**src/dspic_consts.svh**
```systemverilog
// Constants of the prioritising interrupt controller.
// Assumes inclusion by the package, the design file and the testbench.
//
// Summary of operation
// - Reset or power-up context wins, vector 0000
// - Power-down unmaskable, vector 002C, below reset
// - External two 0004, level one 0008, zero 000C, edge 0018
// - Serial0 tx 0010, rx 0014, DMA 001C, timer 0028
// - Vector 0020: serial1 transmit or external one
// - Vector 0024: serial1 receive or external zero
// - Pending ANDed with mask, highest wins
// - Mask write holds off interrupts one cycle
// - Control selects nesting and edge/level sensing
// - Level zero/one level, edge-only always edge
// - Software can set or clear edge-only pending
// - Write-only force/clear register, reads zero
// - Twelve-deep status stack on entry and return
// - Shared flag pins interrupt when driven low
// - Serial1 reconfigurable as external zero and one
// - Global enable gates all but power-up, including power-down
// - Global enable set after reset
`ifndef DSPIC_CONSTS_SVH
`define DSPIC_CONSTS_SVH
// Register byte offsets
`define DSPIC_MASK_OFS 8'h00
`define DSPIC_CTRL_OFS 8'h04
`define DSPIC_FC_OFS 8'h08
`define DSPIC_STAT_OFS 8'h0c
`define DSPIC_PEND_OFS 8'h10
`define DSPIC_IRQM_OFS 8'h14
`define DSPIC_VEC_OFS 8'h18
`define DSPIC_SYS_OFS 8'h1c
// Source bit positions, priority order
`define DSPIC_B_PWD 0
`define DSPIC_B_X2 1
`define DSPIC_B_L1 2
`define DSPIC_B_L0 3
`define DSPIC_B_S0T 4
`define DSPIC_B_S0R 5
`define DSPIC_B_XE 6
`define DSPIC_B_DMA 7
`define DSPIC_B_S1T 8
`define DSPIC_B_S1R 9
`define DSPIC_B_TMR 10
// Control register fields
`define DSPIC_CTL_X0_EDGE 0
`define DSPIC_CTL_X1_EDGE 1
`define DSPIC_CTL_X2_EDGE 2
`define DSPIC_CTL_NEST 4
// Force/clear layout: set in [10:0], clear in [26:16]
`define DSPIC_FC_CLR_LSB 16
// Global enable bit of the system register, serial1 reconfig bit
`define DSPIC_SYS_GIE 0
`define DSPIC_SYS_S1IRQ 1
`define DSPIC_SYS_PUC 2
// Reset values
`define DSPIC_MASK_RST 11'h000
`define DSPIC_CTRL_RST 5'h00
`define DSPIC_SYS_RST 3'h1
`define DSPIC_STACK_DEPTH 12
`define DSPIC_VEC_RESET 16'h0000
`endif

```
**src/dspic_pkg.sv**
```systemverilog
// Types of the prioritising interrupt controller.
// Assumes the constants header beside it.
`include "dspic_consts.svh"
package dspic_pkg;
  localparam int NSRC = 11;
  typedef logic [NSRC-1:0] dspic_src_t;
  typedef struct packed {
    logic [31:0] addr;
    logic [31:0] wdata;
    logic [3:0] wstrb;
  } dspic_wreq_t;
  typedef enum logic [2:0] {
    DSPIC_IDLE = 3'b001,
    DSPIC_WRSP = 3'b010,
    DSPIC_RRSP = 3'b100
  } dspic_bus_st_t;
  // Vector per source bit
  function automatic logic [15:0] dspic_vec(input int i);
    case (i)
      0: return 16'h002c;
      1: return 16'h0004;
      2: return 16'h0008;
      3: return 16'h000c;
      4: return 16'h0010;
      5: return 16'h0014;
      6: return 16'h0018;
      7: return 16'h001c;
      8: return 16'h0020;
      9: return 16'h0024;
      default: return 16'h0028;
    endcase
  endfunction : dspic_vec
endpackage : dspic_pkg

```
**src/dspic_ctrl.sv**
```systemverilog
// Interrupt controller core with AXI4-Lite registers and status stack.
// Assumes pins pass through on-chip synchronisers here; sequencer on sys_clk_in.
`timescale 1ns/10ps
`include "dspic_consts.svh"
module dspic_ctrl
  import dspic_pkg::*;
#(
  parameter int STACK_DEPTH = `DSPIC_STACK_DEPTH
) (
  // Clock and reset
  input wire logic sys_clk_in,
  input wire logic resetn_in,
  // AXI4-Lite slave
  input wire logic [31:0] s_axi_awaddr_in,
  input wire logic s_axi_awvalid_in,
  output logic s_axi_awready_out,
  input wire logic [31:0] s_axi_wdata_in,
  input wire logic [3:0] s_axi_wstrb_in,
  input wire logic s_axi_wvalid_in,
  output logic s_axi_wready_out,
  output logic [1:0] s_axi_bresp_out,
  output logic s_axi_bvalid_out,
  input wire logic s_axi_bready_in,
  input wire logic [31:0] s_axi_araddr_in,
  input wire logic s_axi_arvalid_in,
  output logic s_axi_arready_out,
  output logic [31:0] s_axi_rdata_out,
  output logic [1:0] s_axi_rresp_out,
  output logic s_axi_rvalid_out,
  input wire logic s_axi_rready_in,
  // External request pins, active low
  input wire logic ext_request_two_n_in,
  input wire logic level_request_one_n_in,
  input wire logic level_request_zero_n_in,
  input wire logic edge_only_request_n_in,
  input wire logic ext_request_one_n_in,
  input wire logic ext_request_zero_n_in,
  // Flag outputs on the shared pins, active low level
  input wire logic [3:0] shared_flag_out_n_in,
  input wire logic [3:0] shared_flag_oe_in,
  // Internal sources, one-cycle pulses
  input wire logic powerdown_req_in,
  input wire logic serial0_tx_in,
  input wire logic serial0_rx_in,
  input wire logic dma_done_in,
  input wire logic serial1_tx_in,
  input wire logic serial1_rx_in,
  input wire logic timer_in,
  input wire logic powerup_in,
  // Sequencer handshake
  input wire logic vec_ack_in,
  input wire logic rti_in,
  input wire logic [15:0] status_word_in,
  output logic vec_valid_out,
  output logic [15:0] vec_addr_out,
  output logic [15:0] status_pop_out,
  output logic stack_overflow_out,
  // Host interrupt
  output logic irq_out
);
  // ==========================================================
  // Pin synchronisers
  localparam int NP = 10;
  logic [NP-1:0] pin_raw, sync1_q, sync2_q, prev_q;
  logic [3:0] flag_lvl;
  assign flag_lvl = (shared_flag_oe_in & ~shared_flag_out_n_in);
  assign pin_raw = {~ext_request_zero_n_in, ~ext_request_one_n_in,
    ~edge_only_request_n_in, ~level_request_zero_n_in,
    ~level_request_one_n_in, ~ext_request_two_n_in, flag_lvl};
  always_ff @(posedge sys_clk_in or negedge resetn_in) begin
    if (!resetn_in) begin
      sync1_q <= '0;
      sync2_q <= '0;
      prev_q <= '0;
    end else begin
      sync1_q <= pin_raw;
      sync2_q <= sync1_q;
      prev_q <= sync2_q;
    end
  end
  // Pin asserted by outside device, or by own flag drive on x2, l1, l0 and xe only
  logic x2, l1, l0, xe, x1, x0;
  assign x2 = sync2_q[4] | sync2_q[3];
  assign l1 = sync2_q[5] | sync2_q[2];
  assign l0 = sync2_q[6] | sync2_q[1];
  assign xe = sync2_q[7] | sync2_q[0];
  assign x1 = sync2_q[8];
  assign x0 = sync2_q[9];
  logic x2p, xep, x1p, x0p;
  assign x2p = prev_q[4] | prev_q[3];
  assign xep = prev_q[7] | prev_q[0];
  assign x1p = prev_q[8];
  assign x0p = prev_q[9];

  // ==========================================================
  // Registers and pending state
  logic [10:0] mask_q, mask_d;
  logic [4:0] ctrl_q, ctrl_d;
  logic [2:0] sys_q, sys_d;
  dspic_src_t edge_q, edge_d, stat_q, stat_d, irqm_q, irqm_d;
  logic hold_q, hold_d;
  logic [3:0] nest_q, nest_d;
  dspic_src_t pend, act;
  logic [3:0] win;
  logic any_win;
  dspic_src_t sw_set, sw_clr, svc, edge_ev, lvl;
  logic wr_fire, rd_fire;
  dspic_wreq_t wreq;
  logic [7:0] waddr, raddr;
  assign waddr = wreq.addr[7:0];
  assign raddr = s_axi_araddr_in[7:0];
  logic s1_irq;
  assign s1_irq = sys_q[`DSPIC_SYS_S1IRQ];

  always_comb begin
    edge_ev = '0;
    lvl = '0;
    edge_ev[`DSPIC_B_PWD] = powerdown_req_in;
    edge_ev[`DSPIC_B_S0T] = serial0_tx_in;
    edge_ev[`DSPIC_B_S0R] = serial0_rx_in;
    edge_ev[`DSPIC_B_DMA] = dma_done_in;
    edge_ev[`DSPIC_B_TMR] = timer_in;
    edge_ev[`DSPIC_B_XE] = xe & ~xep;
    if (ctrl_q[`DSPIC_CTL_X2_EDGE]) edge_ev[`DSPIC_B_X2] = x2 & ~x2p;
    else lvl[`DSPIC_B_X2] = x2;
    lvl[`DSPIC_B_L1] = l1;
    lvl[`DSPIC_B_L0] = l0;
    if (s1_irq) begin
      if (ctrl_q[`DSPIC_CTL_X1_EDGE]) edge_ev[`DSPIC_B_S1T] = x1 & ~x1p;
      else lvl[`DSPIC_B_S1T] = x1;
      if (ctrl_q[`DSPIC_CTL_X0_EDGE]) edge_ev[`DSPIC_B_S1R] = x0 & ~x0p;
      else lvl[`DSPIC_B_S1R] = x0;
    end else begin
      edge_ev[`DSPIC_B_S1T] = serial1_tx_in;
      edge_ev[`DSPIC_B_S1R] = serial1_rx_in;
    end
  end

  // Priority select: lowest bit wins
  assign pend = edge_q | lvl;
  assign act = pend & (mask_q | dspic_src_t'(1));
  always_comb begin
    win = 4'h0;
    any_win = 1'b0;
    for (int i = NSRC - 1; i >= 0; i--) begin
      if (act[i]) begin
        win = 4'(i);
        any_win = 1'b1;
      end
    end
  end
  // Nesting: only higher than current level, or none active
  logic take;
  logic [3:0] cur_q, cur_d;
  logic [3:0] lvl_stk_q [STACK_DEPTH];
  logic [15:0] stk_q [STACK_DEPTH];
  logic [3:0] sp_q, sp_d;
  logic nest_ok;
  assign nest_ok = (nest_q == 4'h0) ||
    (ctrl_q[`DSPIC_CTL_NEST] && win < cur_q);
  assign take = any_win && !hold_q && sys_q[`DSPIC_SYS_GIE] && nest_ok
    && !powerup_in;
  assign vec_valid_out = take | powerup_in;
  always_comb begin
    if (powerup_in && sys_q[`DSPIC_SYS_PUC]) vec_addr_out = `DSPIC_VEC_RESET;
    else vec_addr_out = dspic_vec(int'(win));
  end
  always_comb begin
    svc = '0;
    if (take && vec_ack_in) svc[win] = 1'b1;
  end

  // ==========================================================
  // Register state
  always_comb begin
    mask_d = mask_q;
    ctrl_d = ctrl_q;
    sys_d = sys_q;
    hold_d = 1'b0;
    sw_set = '0;
    sw_clr = '0;
    if (wr_fire) begin
      case (waddr)
        `DSPIC_MASK_OFS: begin
          mask_d = wreq.wdata[10:0];
          hold_d = 1'b1;
        end
        `DSPIC_CTRL_OFS: ctrl_d = wreq.wdata[4:0];
        `DSPIC_FC_OFS: begin
          sw_set = wreq.wdata[10:0];
          sw_clr = wreq.wdata[`DSPIC_FC_CLR_LSB +: 11];
        end
        `DSPIC_IRQM_OFS: ;
        `DSPIC_SYS_OFS: sys_d = wreq.wdata[2:0];
        default: ;
      endcase
    end
    // New events win over software clear and service
    edge_d = (edge_q & ~sw_clr & ~svc) | sw_set | edge_ev;
    stat_d = (rd_fire && raddr == `DSPIC_STAT_OFS) ? svc : (stat_q | svc);
    irqm_d = irqm_q;
    if (wr_fire && waddr == `DSPIC_IRQM_OFS) irqm_d = wreq.wdata[10:0];
  end
  assign irq_out = |(stat_q & irqm_q);

  // ==========================================================
  // Status stack
  assign stack_overflow_out = (sp_q == 4'(STACK_DEPTH)) && take && vec_ack_in;
  always_comb begin
    sp_d = sp_q;
    cur_d = cur_q;
    nest_d = nest_q;
    if (take && vec_ack_in && sp_q != 4'(STACK_DEPTH)) begin
      sp_d = sp_q + 4'h1;
      cur_d = win;
      nest_d = nest_q + 4'h1;
    end else if (rti_in && sp_q != 4'h0) begin
      sp_d = sp_q - 4'h1;
      cur_d = (sp_q == 4'h1) ? 4'hf : lvl_stk_q[sp_q - 4'h1];
      nest_d = (nest_q == 4'h0) ? 4'h0 : nest_q - 4'h1;
    end
  end
  assign status_pop_out = (sp_q == 4'h0) ? 16'h0000 : stk_q[sp_q - 4'h1];
  always_ff @(posedge sys_clk_in or negedge resetn_in) begin
    if (!resetn_in) begin
      sp_q <= 4'h0;
      cur_q <= 4'hf;
      nest_q <= 4'h0;
    end else begin
      sp_q <= sp_d;
      cur_q <= cur_d;
      nest_q <= nest_d;
    end
  end
  always_ff @(posedge sys_clk_in) begin
    if (take && vec_ack_in && sp_q != 4'(STACK_DEPTH)) begin
      stk_q[sp_q] <= status_word_in;
      lvl_stk_q[sp_q] <= cur_q;
    end
  end
  always_ff @(posedge sys_clk_in or negedge resetn_in) begin
    if (!resetn_in) begin
      mask_q <= `DSPIC_MASK_RST;
      ctrl_q <= `DSPIC_CTRL_RST;
      sys_q <= `DSPIC_SYS_RST;
      edge_q <= '0;
      stat_q <= '0;
      irqm_q <= '0;
      hold_q <= 1'b0;
    end else begin
      mask_q <= mask_d;
      ctrl_q <= ctrl_d;
      sys_q <= sys_d;
      edge_q <= edge_d;
      stat_q <= stat_d;
      irqm_q <= irqm_d;
      hold_q <= hold_d;
    end
  end

  // ==========================================================
  // AXI4-Lite slave
  dspic_bus_st_t st_q, st_d;
  logic aw_q, aw_d, w_q, w_d;
  dspic_wreq_t wreq_q, wreq_d;
  logic [31:0] rdata_q, rdata_d;
  logic [1:0] resp_q, resp_d;
  assign s_axi_awready_out = (st_q == DSPIC_IDLE) && !aw_q;
  assign s_axi_wready_out = (st_q == DSPIC_IDLE) && !w_q;
  assign s_axi_arready_out = (st_q == DSPIC_IDLE) && !aw_q && !w_q
    && !s_axi_awvalid_in && !s_axi_wvalid_in;
  assign s_axi_bvalid_out = (st_q == DSPIC_WRSP);
  assign s_axi_rvalid_out = (st_q == DSPIC_RRSP);
  assign s_axi_bresp_out = resp_q;
  assign s_axi_rresp_out = resp_q;
  assign s_axi_rdata_out = rdata_q;
  assign wreq = wreq_q;
  assign wr_fire = (st_q == DSPIC_IDLE) && aw_q && w_q;
  assign rd_fire = s_axi_arvalid_in && s_axi_arready_out;
  function automatic logic mapped(input logic [7:0] a);
    return a <= `DSPIC_SYS_OFS && a[1:0] == 2'b00;
  endfunction : mapped
  always_comb begin
    st_d = st_q;
    aw_d = aw_q;
    w_d = w_q;
    wreq_d = wreq_q;
    rdata_d = rdata_q;
    resp_d = resp_q;
    case (st_q)
      DSPIC_IDLE: begin
        if (s_axi_awvalid_in && s_axi_awready_out) begin
          aw_d = 1'b1;
          wreq_d.addr = s_axi_awaddr_in;
        end
        if (s_axi_wvalid_in && s_axi_wready_out) begin
          w_d = 1'b1;
          wreq_d.wdata = s_axi_wdata_in;
          wreq_d.wstrb = s_axi_wstrb_in;
        end
        if (wr_fire) begin
          aw_d = 1'b0;
          w_d = 1'b0;
          resp_d = mapped(waddr) ? 2'b00 : 2'b10;
          st_d = DSPIC_WRSP;
        end else if (rd_fire) begin
          resp_d = mapped(raddr) ? 2'b00 : 2'b10;
          case (raddr)
            `DSPIC_MASK_OFS: rdata_d = {21'h0, mask_q};
            `DSPIC_CTRL_OFS: rdata_d = {27'h0, ctrl_q};
            `DSPIC_STAT_OFS: rdata_d = {21'h0, stat_q};
            `DSPIC_PEND_OFS: rdata_d = {21'h0, pend};
            `DSPIC_IRQM_OFS: rdata_d = {21'h0, irqm_q};
            `DSPIC_VEC_OFS: rdata_d = {12'h0, cur_q, 16'h0000} | {16'h0, vec_addr_out};
            `DSPIC_SYS_OFS: rdata_d = {29'h0, sys_q};
            default: rdata_d = 32'h0000_0000;
          endcase
          st_d = DSPIC_RRSP;
        end
      end
      DSPIC_WRSP: if (s_axi_bready_in) st_d = DSPIC_IDLE;
      DSPIC_RRSP: if (s_axi_rready_in) st_d = DSPIC_IDLE;
      default: st_d = DSPIC_IDLE;
    endcase
  end
  always_ff @(posedge sys_clk_in or negedge resetn_in) begin
    if (!resetn_in) begin
      st_q <= DSPIC_IDLE;
      aw_q <= 1'b0;
      w_q <= 1'b0;
      wreq_q <= '0;
      rdata_q <= 32'h0000_0000;
      resp_q <= 2'b00;
    end else begin
      st_q <= st_d;
      aw_q <= aw_d;
      w_q <= w_d;
      wreq_q <= wreq_d;
      rdata_q <= rdata_d;
      resp_q <= resp_d;
    end
  end

  // ==========================================================
  // Assertions
  mask_hold_a: assert property (@(posedge sys_clk_in) disable iff (!resetn_in)
    (wr_fire && waddr == `DSPIC_MASK_OFS) |=> !take)
    else $error("interrupt taken right after mask write");
  glob_gate_a: assert property (@(posedge sys_clk_in) disable iff (!resetn_in)
    !sys_q[`DSPIC_SYS_GIE] |-> !take)
    else $error("interrupt taken while globally disabled");
  pwd_vec_a: assert property (@(posedge sys_clk_in) disable iff (!resetn_in)
    (take && act[`DSPIC_B_PWD]) |-> vec_addr_out == 16'h002c)
    else $error("power-down not vectored to 002c");
  mask_gate_a: assert property (@(posedge sys_clk_in) disable iff (!resetn_in)
    take |-> (mask_q[win] || win == 4'h0))
    else $error("masked source selected");
  reset_vec_a: assert property (@(posedge sys_clk_in) disable iff (!resetn_in)
    (powerup_in && sys_q[`DSPIC_SYS_PUC]) |-> vec_addr_out == 16'h0000 && vec_valid_out)
    else $error("power-up not vectored to 0000");
  edge_latch_a: assert property (@(posedge sys_clk_in) disable iff (!resetn_in)
    (edge_ev[`DSPIC_B_XE]) |=> edge_q[`DSPIC_B_XE])
    else $error("edge request not latched");
  stack_push_a: assert property (@(posedge sys_clk_in) disable iff (!resetn_in)
    (take && vec_ack_in && sp_q < 4'(STACK_DEPTH)) |=> sp_q == $past(sp_q) + 4'h1)
    else $error("status not pushed");
  level_track_a: assert property (@(posedge sys_clk_in) disable iff (!resetn_in)
    pend[`DSPIC_B_L0] == (l0 | edge_q[`DSPIC_B_L0]))
    else $error("level request zero mis-tracked");
  fc_read_a: assert property (@(posedge sys_clk_in) disable iff (!resetn_in)
    (rd_fire && raddr == `DSPIC_FC_OFS) |=> s_axi_rdata_out == 32'h0)
    else $error("force/clear read not zero");
endmodule : dspic_ctrl

```
**config.mk**
```make
export PLATFORM = sky130hd
export DESIGN_NAME = dspic_ctrl
export DESIGN_NICKNAME = d
export VERILOG_FILES = /design/src/dspic_pkg.sv /design/src/dspic_ctrl.sv
export VERILOG_INCLUDE_DIRS = /design/src
export SDC_FILE = /design/constraint.sdc
export NUM_CORES = 1
export LEC_CHECK = 0
export BUFFER_PORTS_ARGS = -buffer_cell sky130_fd_sc_hd__buf_2
export CAP_MARGIN = 15
export CELL_PAD_IN_SITES_DETAIL_PLACEMENT = 1
export CELL_PAD_IN_SITES_GLOBAL_PLACEMENT = 1
export CORE_MARGIN = 10
export CORE_UTILIZATION = 44
export DETAILED_ROUTE_END_ITERATION = 7
export PLACE_DENSITY_LB_ADDON = 0.1
export SETUP_SLACK_MARGIN = 0.5
export SYNTH_ARGS = -nofsm -noshare
export SYNTH_HDL_FRONTEND = slang
export SYNTH_SLANG_ARGS = --single-unit
```
**constraint.sdc**
```tcl
create_clock -name sys_clk_in -period 6.2 [get_ports sys_clk_in]
set_clock_uncertainty 0.2 [all_clocks]
set_input_delay 1.24 -clock sys_clk_in [delete_from_list [all_inputs] [get_ports sys_clk_in]]
set_output_delay 1.24 -clock sys_clk_in [all_outputs]
set_load 0.03 [all_outputs]
```
# ---- Word level (Yosys, flattened, before mapping)
# Memory sizes are Yosys's and may differ from the RTL's.
# Cells that the tools add are included.
dict set report op_classes {
  add_sub_neg 4
  n_lt_le_gt_ge 5
  n_eq_ne 19
  muxes 66
  n_bitwise 35
  n_reduce_logical 55
}
# op count
set op_table {}
lappend op_table {{case mux 20 bit (7 select lines)} 1}
lappend op_table {{two-way mux 4 bit} 19}
lappend op_table {{two-way mux 11 bit} 6}
lappend op_table {{equality test 8 x 5 -> 1 bit, second input constant} 6}
lappend op_table {{AND 11 bit} 4}
lappend op_table {{bitwise OR 11 bit} 3}
lappend op_table {{two-way mux 16 bit} 2}
lappend op_table {{logical AND 1 bit} 26}
lappend op_table {{two-way mux 1 bit} 26}
lappend op_table {{NOT 11 bit} 2}
lappend op_table {{bitwise OR 20 x 16 -> 20 bit} 1}
lappend op_table {{equality test 8 x 3 -> 1 bit, second input constant} 2}
lappend op_table {{equality test 8 x 4 -> 1 bit, second input constant} 2}
lappend op_table {{less-or-equal comparator 8 x 5 -> 1 bit, second input constant} 2}
lappend op_table {{zero test 8 bit} 2}
lappend op_table {{AND reduction 2 bit} 8}
lappend op_table {{two-way mux 2 bit} 6}
lappend op_table {{two-way mux 3 bit} 4}
lappend op_table {{NOT 1 bit} 11}
lappend op_table {{bitwise OR 11 x 10 -> 11 bit} 1}
lappend op_table {{OR reduction 11 bit} 1}
lappend op_table {{case mux 3 bit (3 select lines)} 1}
lappend op_table {{adder 4 x 1 -> 4 bit, second input constant} 2}
lappend op_table {{zero test 4 bit} 2}
lappend op_table {{23 further kinds} 44}
dict set report totals {
  reg_bits 169
  ramBits 240
  mem_bits_ro 64
  in_bits 147
  output_inout_bits 76
  elab_cells 207
  memories 3
}
# name words word_bits rd rd_ports_with_merged_regs wr line_no
set mem_list {}
lappend mem_list {stk_q 12 16 1 0 1 dspic_ctrl.sv:156} ;# logic [15:0] stk_q [STACK_DEPTH];
lappend mem_list {{(no name shown)} 16 4 1 0 0 dspic_pkg.sv:19} ;# case (i)
lappend mem_list {lvl_stk_q 12 4 1 0 1 dspic_ctrl.sv:155} ;# logic [3:0] lvl_stk_q [STACK_DEPTH];

# ---- Longest topological paths before layout
dict set report depth {
  ltp_word 26
  mapped_depth 15
  mapped_depth_nobuf 13
}

# ---- Worst setup path after synthesis
# OpenSTA, ideal clock, no wires.
dict set report synth_timing {
  path_type {register to register}
  from {register sys_q[1]}
  to {memory lvl_stk_q[1][0] (enable)}
  setup_time_ns 0.455
  arrival_time_ns 4.757
  t_required_ns 5.545
  slack_ns 0.788
  stages_incl_launch_ff 13
  path_buffers 1
  period_less_slack_ns 5.412
  path_cell_list {dfrtp_1 and3b_1 o21ai_2 and3_1 nand2b_1 inv_1 ha_1 a211oi_1 nand4_1 nand3_1 o21ai_1 buf_1 nor4b_1}
}
dict set report synth_between {
  elab_chain_cells 22
  elab_cells_between_ends 34
  cone_classes {1 x order compare; 23 x mux; 2 x bitwise; 8 x reduce/logical}
}
# element line_no
set synth_rtl {}
lappend synth_rtl {{start, declared} dspic_ctrl.sv:99} ;# logic [2:0] sys_q, sys_d;
lappend synth_rtl {{start signal, assigned} dspic_ctrl.sv:245} ;# sys_q <= `DSPIC_SYS_RST;
lappend synth_rtl {{start signal, assigned} dspic_ctrl.sv:253} ;# sys_q <= sys_d;
lappend synth_rtl {{two-way mux 2 bit (*)} dspic_ctrl.sv:128} ;# if (s1_irq) begin
lappend synth_rtl {{bitwise OR 11 x 10 -> 11 bit (*)} dspic_ctrl.sv:140} ;# assign pend = edge_q | lvl;
lappend synth_rtl {{AND 11 bit (*)} dspic_ctrl.sv:141} ;# assign act = pend & (mask_q | dspic_src_t'(1));
lappend synth_rtl {{two-way mux 4 bit (10 in series)} dspic_ctrl.sv:146} ;# if (act[i]) begin
lappend synth_rtl {{less-than comparator 4 bit} dspic_ctrl.sv:160} ;# (ctrl_q[`DSPIC_CTL_NEST] && win < cur_q);
lappend synth_rtl {{logical AND 1 bit} dspic_ctrl.sv:160}
lappend synth_rtl {{logical OR 1 bit} dspic_ctrl.sv:159} ;# assign nest_ok = (nest_q == 4'h0) ||
lappend synth_rtl {{logical AND 1 bit (*) (2 in series)} dspic_ctrl.sv:161} ;# assign take = any_win && !hold_q && sys_q[`DSPIC_SYS_GIE] && nest_ok
lappend synth_rtl {{logical AND 1 bit (*) (2 in series)} dspic_ctrl.sv:236} ;# if (take && vec_ack_in && sp_q != 4'(STACK_DEPTH)) begin
lappend synth_rtl {{two-way mux 1 bit (*)} dspic_ctrl.sv:236}
lappend synth_rtl {{two-way mux 1 bit (not written as such) (*)} dspic_ctrl.sv:238} ;# lvl_stk_q[sp_q] <= cur_q;
lappend synth_rtl {{end, declared} dspic_ctrl.sv:155}
# Mark *: on every way between the ends. The rest lies on a longest branch, timed or not.

# ---- Worst setup path after layout
dict set report layout_timing {
  from {register sys_q[1]}
  to {output port stack_overflow_out}
}
dict set report layout_between {
  elab_chain_cells 20
  elab_cells_between_ends 32
  cone_classes {1 x order compare; 21 x mux; 2 x bitwise; 8 x reduce/logical}
}
# element line_no
set layout_rtl {}
lappend layout_rtl {{two-way mux 2 bit (*)} dspic_ctrl.sv:128}
lappend layout_rtl {{bitwise OR 11 x 10 -> 11 bit (*)} dspic_ctrl.sv:140}
lappend layout_rtl {{AND 11 bit (*)} dspic_ctrl.sv:141}
lappend layout_rtl {{two-way mux 4 bit (10 in series)} dspic_ctrl.sv:146}
lappend layout_rtl {{less-than comparator 4 bit} dspic_ctrl.sv:160}
lappend layout_rtl {{logical AND 1 bit} dspic_ctrl.sv:160}
lappend layout_rtl {{logical OR 1 bit} dspic_ctrl.sv:159}
lappend layout_rtl {{logical AND 1 bit (*) (2 in series)} dspic_ctrl.sv:161}
lappend layout_rtl {{logical AND 1 bit (*) (2 in series)} dspic_ctrl.sv:208} ;# assign stack_overflow_out = (sp_q == 4'(STACK_DEPTH)) && take && vec_ack_in;
lappend layout_rtl {{end, declared} dspic_ctrl.sv:57} ;# output logic stack_overflow_out,
# Marks and branches as above.

==> reports/metrics.cfg <==
[run_status]
run_status=completed

[synth]
synthFlopType=edfxtp_1
async_flop_share_pct=37.2
postSynthAreaPerCell_sq_um=15.9
synth_cells=1009
synth_edf_count=240
yosysWarnings=0
synth_area_sq_um=16000
synth_cell_types=71
yosysSeqAreaShare_pct=67.3
synth-seq-cells=382

[clock_network]
cts.sinks=382
cts_tree=done
h-tree-depth=2
cts_root_buf=clkbuf_16
numCtsBuffers=42
post_cts_buffers=0
clock_latency_ns=0.56
postCtsHoldBufs=0
clk_pin_slew_ns=0.06
cts_buffer_depth=3

[place]
port_buffers=129
hpwl_um=27000
placed_cell_area_sq_um=17200
place.gp.congestion=0.885

[floorplan]
coreArea_sq_um=35700
fp.dieArea_sq_um=44400
start_util_pct=44.7
chipWidth_um=211
fp.dieH_um=211
ios=223
num_rows=69

[global_routing]
grt_pass1_vias=10181
antenna_found_initial=0
grtUsageTotal_pct=18.4
grt.overflow.total=0
grt_pass1_wl_um=62500
grt_start_max_net_pins=75

[routing]
dr.first_iter.drc_count=466
drc=0
viasPerCell=5.60
route.detailed.wl_per_inst_um=24.5
ant_nets=0
vias=9276
dr.pass1.iters=5
wl_um=40600

[cells_and_area]
layout_commonest_cell=edfxtp_1
drive_above_1_share_pct=31.0
seqCellArea_sq_um=10800
fillCellCount=3486
fin_area_sq_um=18600
multiInputGateArea_sq_um=4910
nets=1317
area_growth_pct=16.1
mostFrequentLayoutCells=240 x edfxtp_1, 135 x dfrtp_1, 128 x buf_2

[worst_setup_path]
path_max_fanout=11
endpoint_kind=primary output
worst_setup_path_start_kind=flip-flop
critPathRequiredTime_ns=4.76
crit_type=reg2out
cp.arrival_ns=3.96

[timing]
period_needed_ns=5.40
hold_viol=0
max_freq_ghz=0.185
rsz0062_at_grt=no
slew_headroom_pct=28.3
whs_ns=0.137
finalCritPeriodShare_pct=87.1
setup_viol=0
fin_tns_setup_ns=0
slew_violations=0
worst_slew_pin_slew_ns=1.07

[hold_path]
hold_path_class=reg2reg

[power_and_ir_drop]
peakVddDrop_v=0.000235
leakagePower_uw=0.00719
p_per_area_nw_per_um2=462

[job]
maxCapViolCount=0

Yosys cell counts, types with 3 or more instances:
library cell / n / area share [%]
edfxtp_1: 240 / 45
dfrtp_1: 136 / 21
nand2_1: 67 / 1.6
mux4_2: 62 / 8.7
mux2_2: 59 / 4.2
nor2_1: 43 / 1.0
buf_4: 33 / 1.5
o21ai_0: 33 / 1.0
clkbuf_1: 27 / 0.63
mux2i_1: 26 / 1.6
inv_1: 24 / 0.56
a211oi_1: 19 / 0.89
a21oi_1: 19 / 0.59
nand3_1: 14 / 0.44
and2_1: 13 / 0.51
a221o_1: 11 / 0.69
buf_2: 11 / 0.34
nor3_1: 11 / 0.34
a22o_1: 10 / 0.55
a22oi_1: 10 / 0.47
ha_1: 9 / 0.70
and3_1: 8 / 0.31
nand2b_1: 8 / 0.31
a21boi_0: 7 / 0.33
or3_1: 7 / 0.27
dfstp_2: 6 / 0.99
nor2b_1: 6 / 0.23
a21o_1: 5 / 0.23
a221oi_1: 5 / 0.27
buf_1: 5 / 0.12
nand4_1: 5 / 0.20
a31oi_1: 4 / 0.16
a32o_1: 4 / 0.25
o211ai_1: 4 / 0.19
and3b_1: 3 / 0.16
nor4b_1: 3 / 0.16
o221ai_1: 3 / 0.16
o31ai_1: 3 / 0.14
or2_2: 3 / 0.12
xnor2_1: 3 / 0.16
power by group:
part	switching [uW]	internal (uW)	total, uW	leakage [uW]
clock network	1020	1460	2480	0.000672
registers	320	2980	3300	0.00392
logic	1600	1190	2790	0.00260
metrics by stage:
| step | cells | total power [uW] | utilization, % | worst slack (ns) |
|---|---|---|---|---|
| floorplan | 1039 | 5320 | - | 0.788 |
| global placement | 1578 | 6130 | 48.1 | 1.11 |
| detailed placement | 1578 | 6190 | 48.1 | 1.10 |
| CTS | 1655 | 8700 | 51.9 | 0.551 |
| global route | 1655 | 9060 | 52.0 | 0.550 |
| finish | 1656 | 8570 | 52.0 | 0.801 |
per-layer routing:
metal | GRT usage, % | up-vias | part of all wire (%)
met5 | 0 | - | 0
met4 | 5.44 | 0 | 2.4
met3 | 2.98 | 67 | 3.8
met2 | 32.8 | 216 | 52
met1 | 22.5 | 4839 | 41
li1 | - | 4154 | -
repair_timing:
item	in CTS	in global routing
endpoints found under the hold margin	0	0
resized for setup	1	3
endpoints found under the setup margin	1	1
worst max-delay path, stage by stage, from the launching register on:
cell,delay [ns]
dfrtp_1,0.45
and3b_1,0.22
o21ai_0,0.30
and3_1,0.25
nand2b_1,0.23
inv_1,0.12
ha_1,0.31
a211oi_2,0.30
nand2_1,0.08
inv_1,0.08
o221a_4,0.24
o21ai_1,0.08
buf_4,0.20
nor2_1,0.27
buf_2,0.26
cell type report:
type,count,area share (%)
Clock buffer,55,6.08
Antenna cell,1,0.0135
Tap cell,461,3.11
Timing Repair Buffer,154,4.59
Inverter,24,0.485
Sequential cell,382,58.0
Multi-Input combinational cell,557,26.4
Clock inverter,22,1.31
final timing paths:
check,cells past startpoint,to,slack [ns],start
max reg2reg,15,stk_q[10][10],1.73,sys_q[1]
max,14,stack_overflow_out,0.80,sys_q[1]
min reg2reg,0,sync2_q[9],0.14,sync1_q[9]
min,0,sync2_q[9],0.14,sync1_q[9]
min in group asynchronous,1,st_q[2],0.49,resetn_in
max in group asynchronous,2,sync2_q[5],4.30,resetn_in
sequential cells by signal, indices dropped and copies added, names as in the netlist, 3 cells and up:
register         flops
nest_q               4
prev_q               6
mask_q              11
sys_q                3
ctrl_q               5
s_axi_rdata_out     15
cur_q                4
irqm_q              11
st_q                 3
lvl_stk_q           48
edge_q              11
wreq                22
sync1_q             10
sp_q                 4
waddr                8
sync2_q             10
stat_q              11
stk_q              192
cells by family (layout without fill, tap and decap cells):
family | after synthesis | in the layout | synth area share (%)
adder cells (fa/ha/maj) | 9 | 9 | 0.704
multiplexers | 147 | 147 | 14.5
other | 1 | 32 | 0.0234
AO/OA/AOI/OAI | 159 | 159 | 7.45
flip-flops | 382 | 382 | 67.3
AND/OR/NAND/NOR | 206 | 206 | 6.51
buffers and inverters | 100 | 255 | 3.21
XOR/XNOR | 5 | 5 | 0.274
Power figures use the tool's default switching activity.
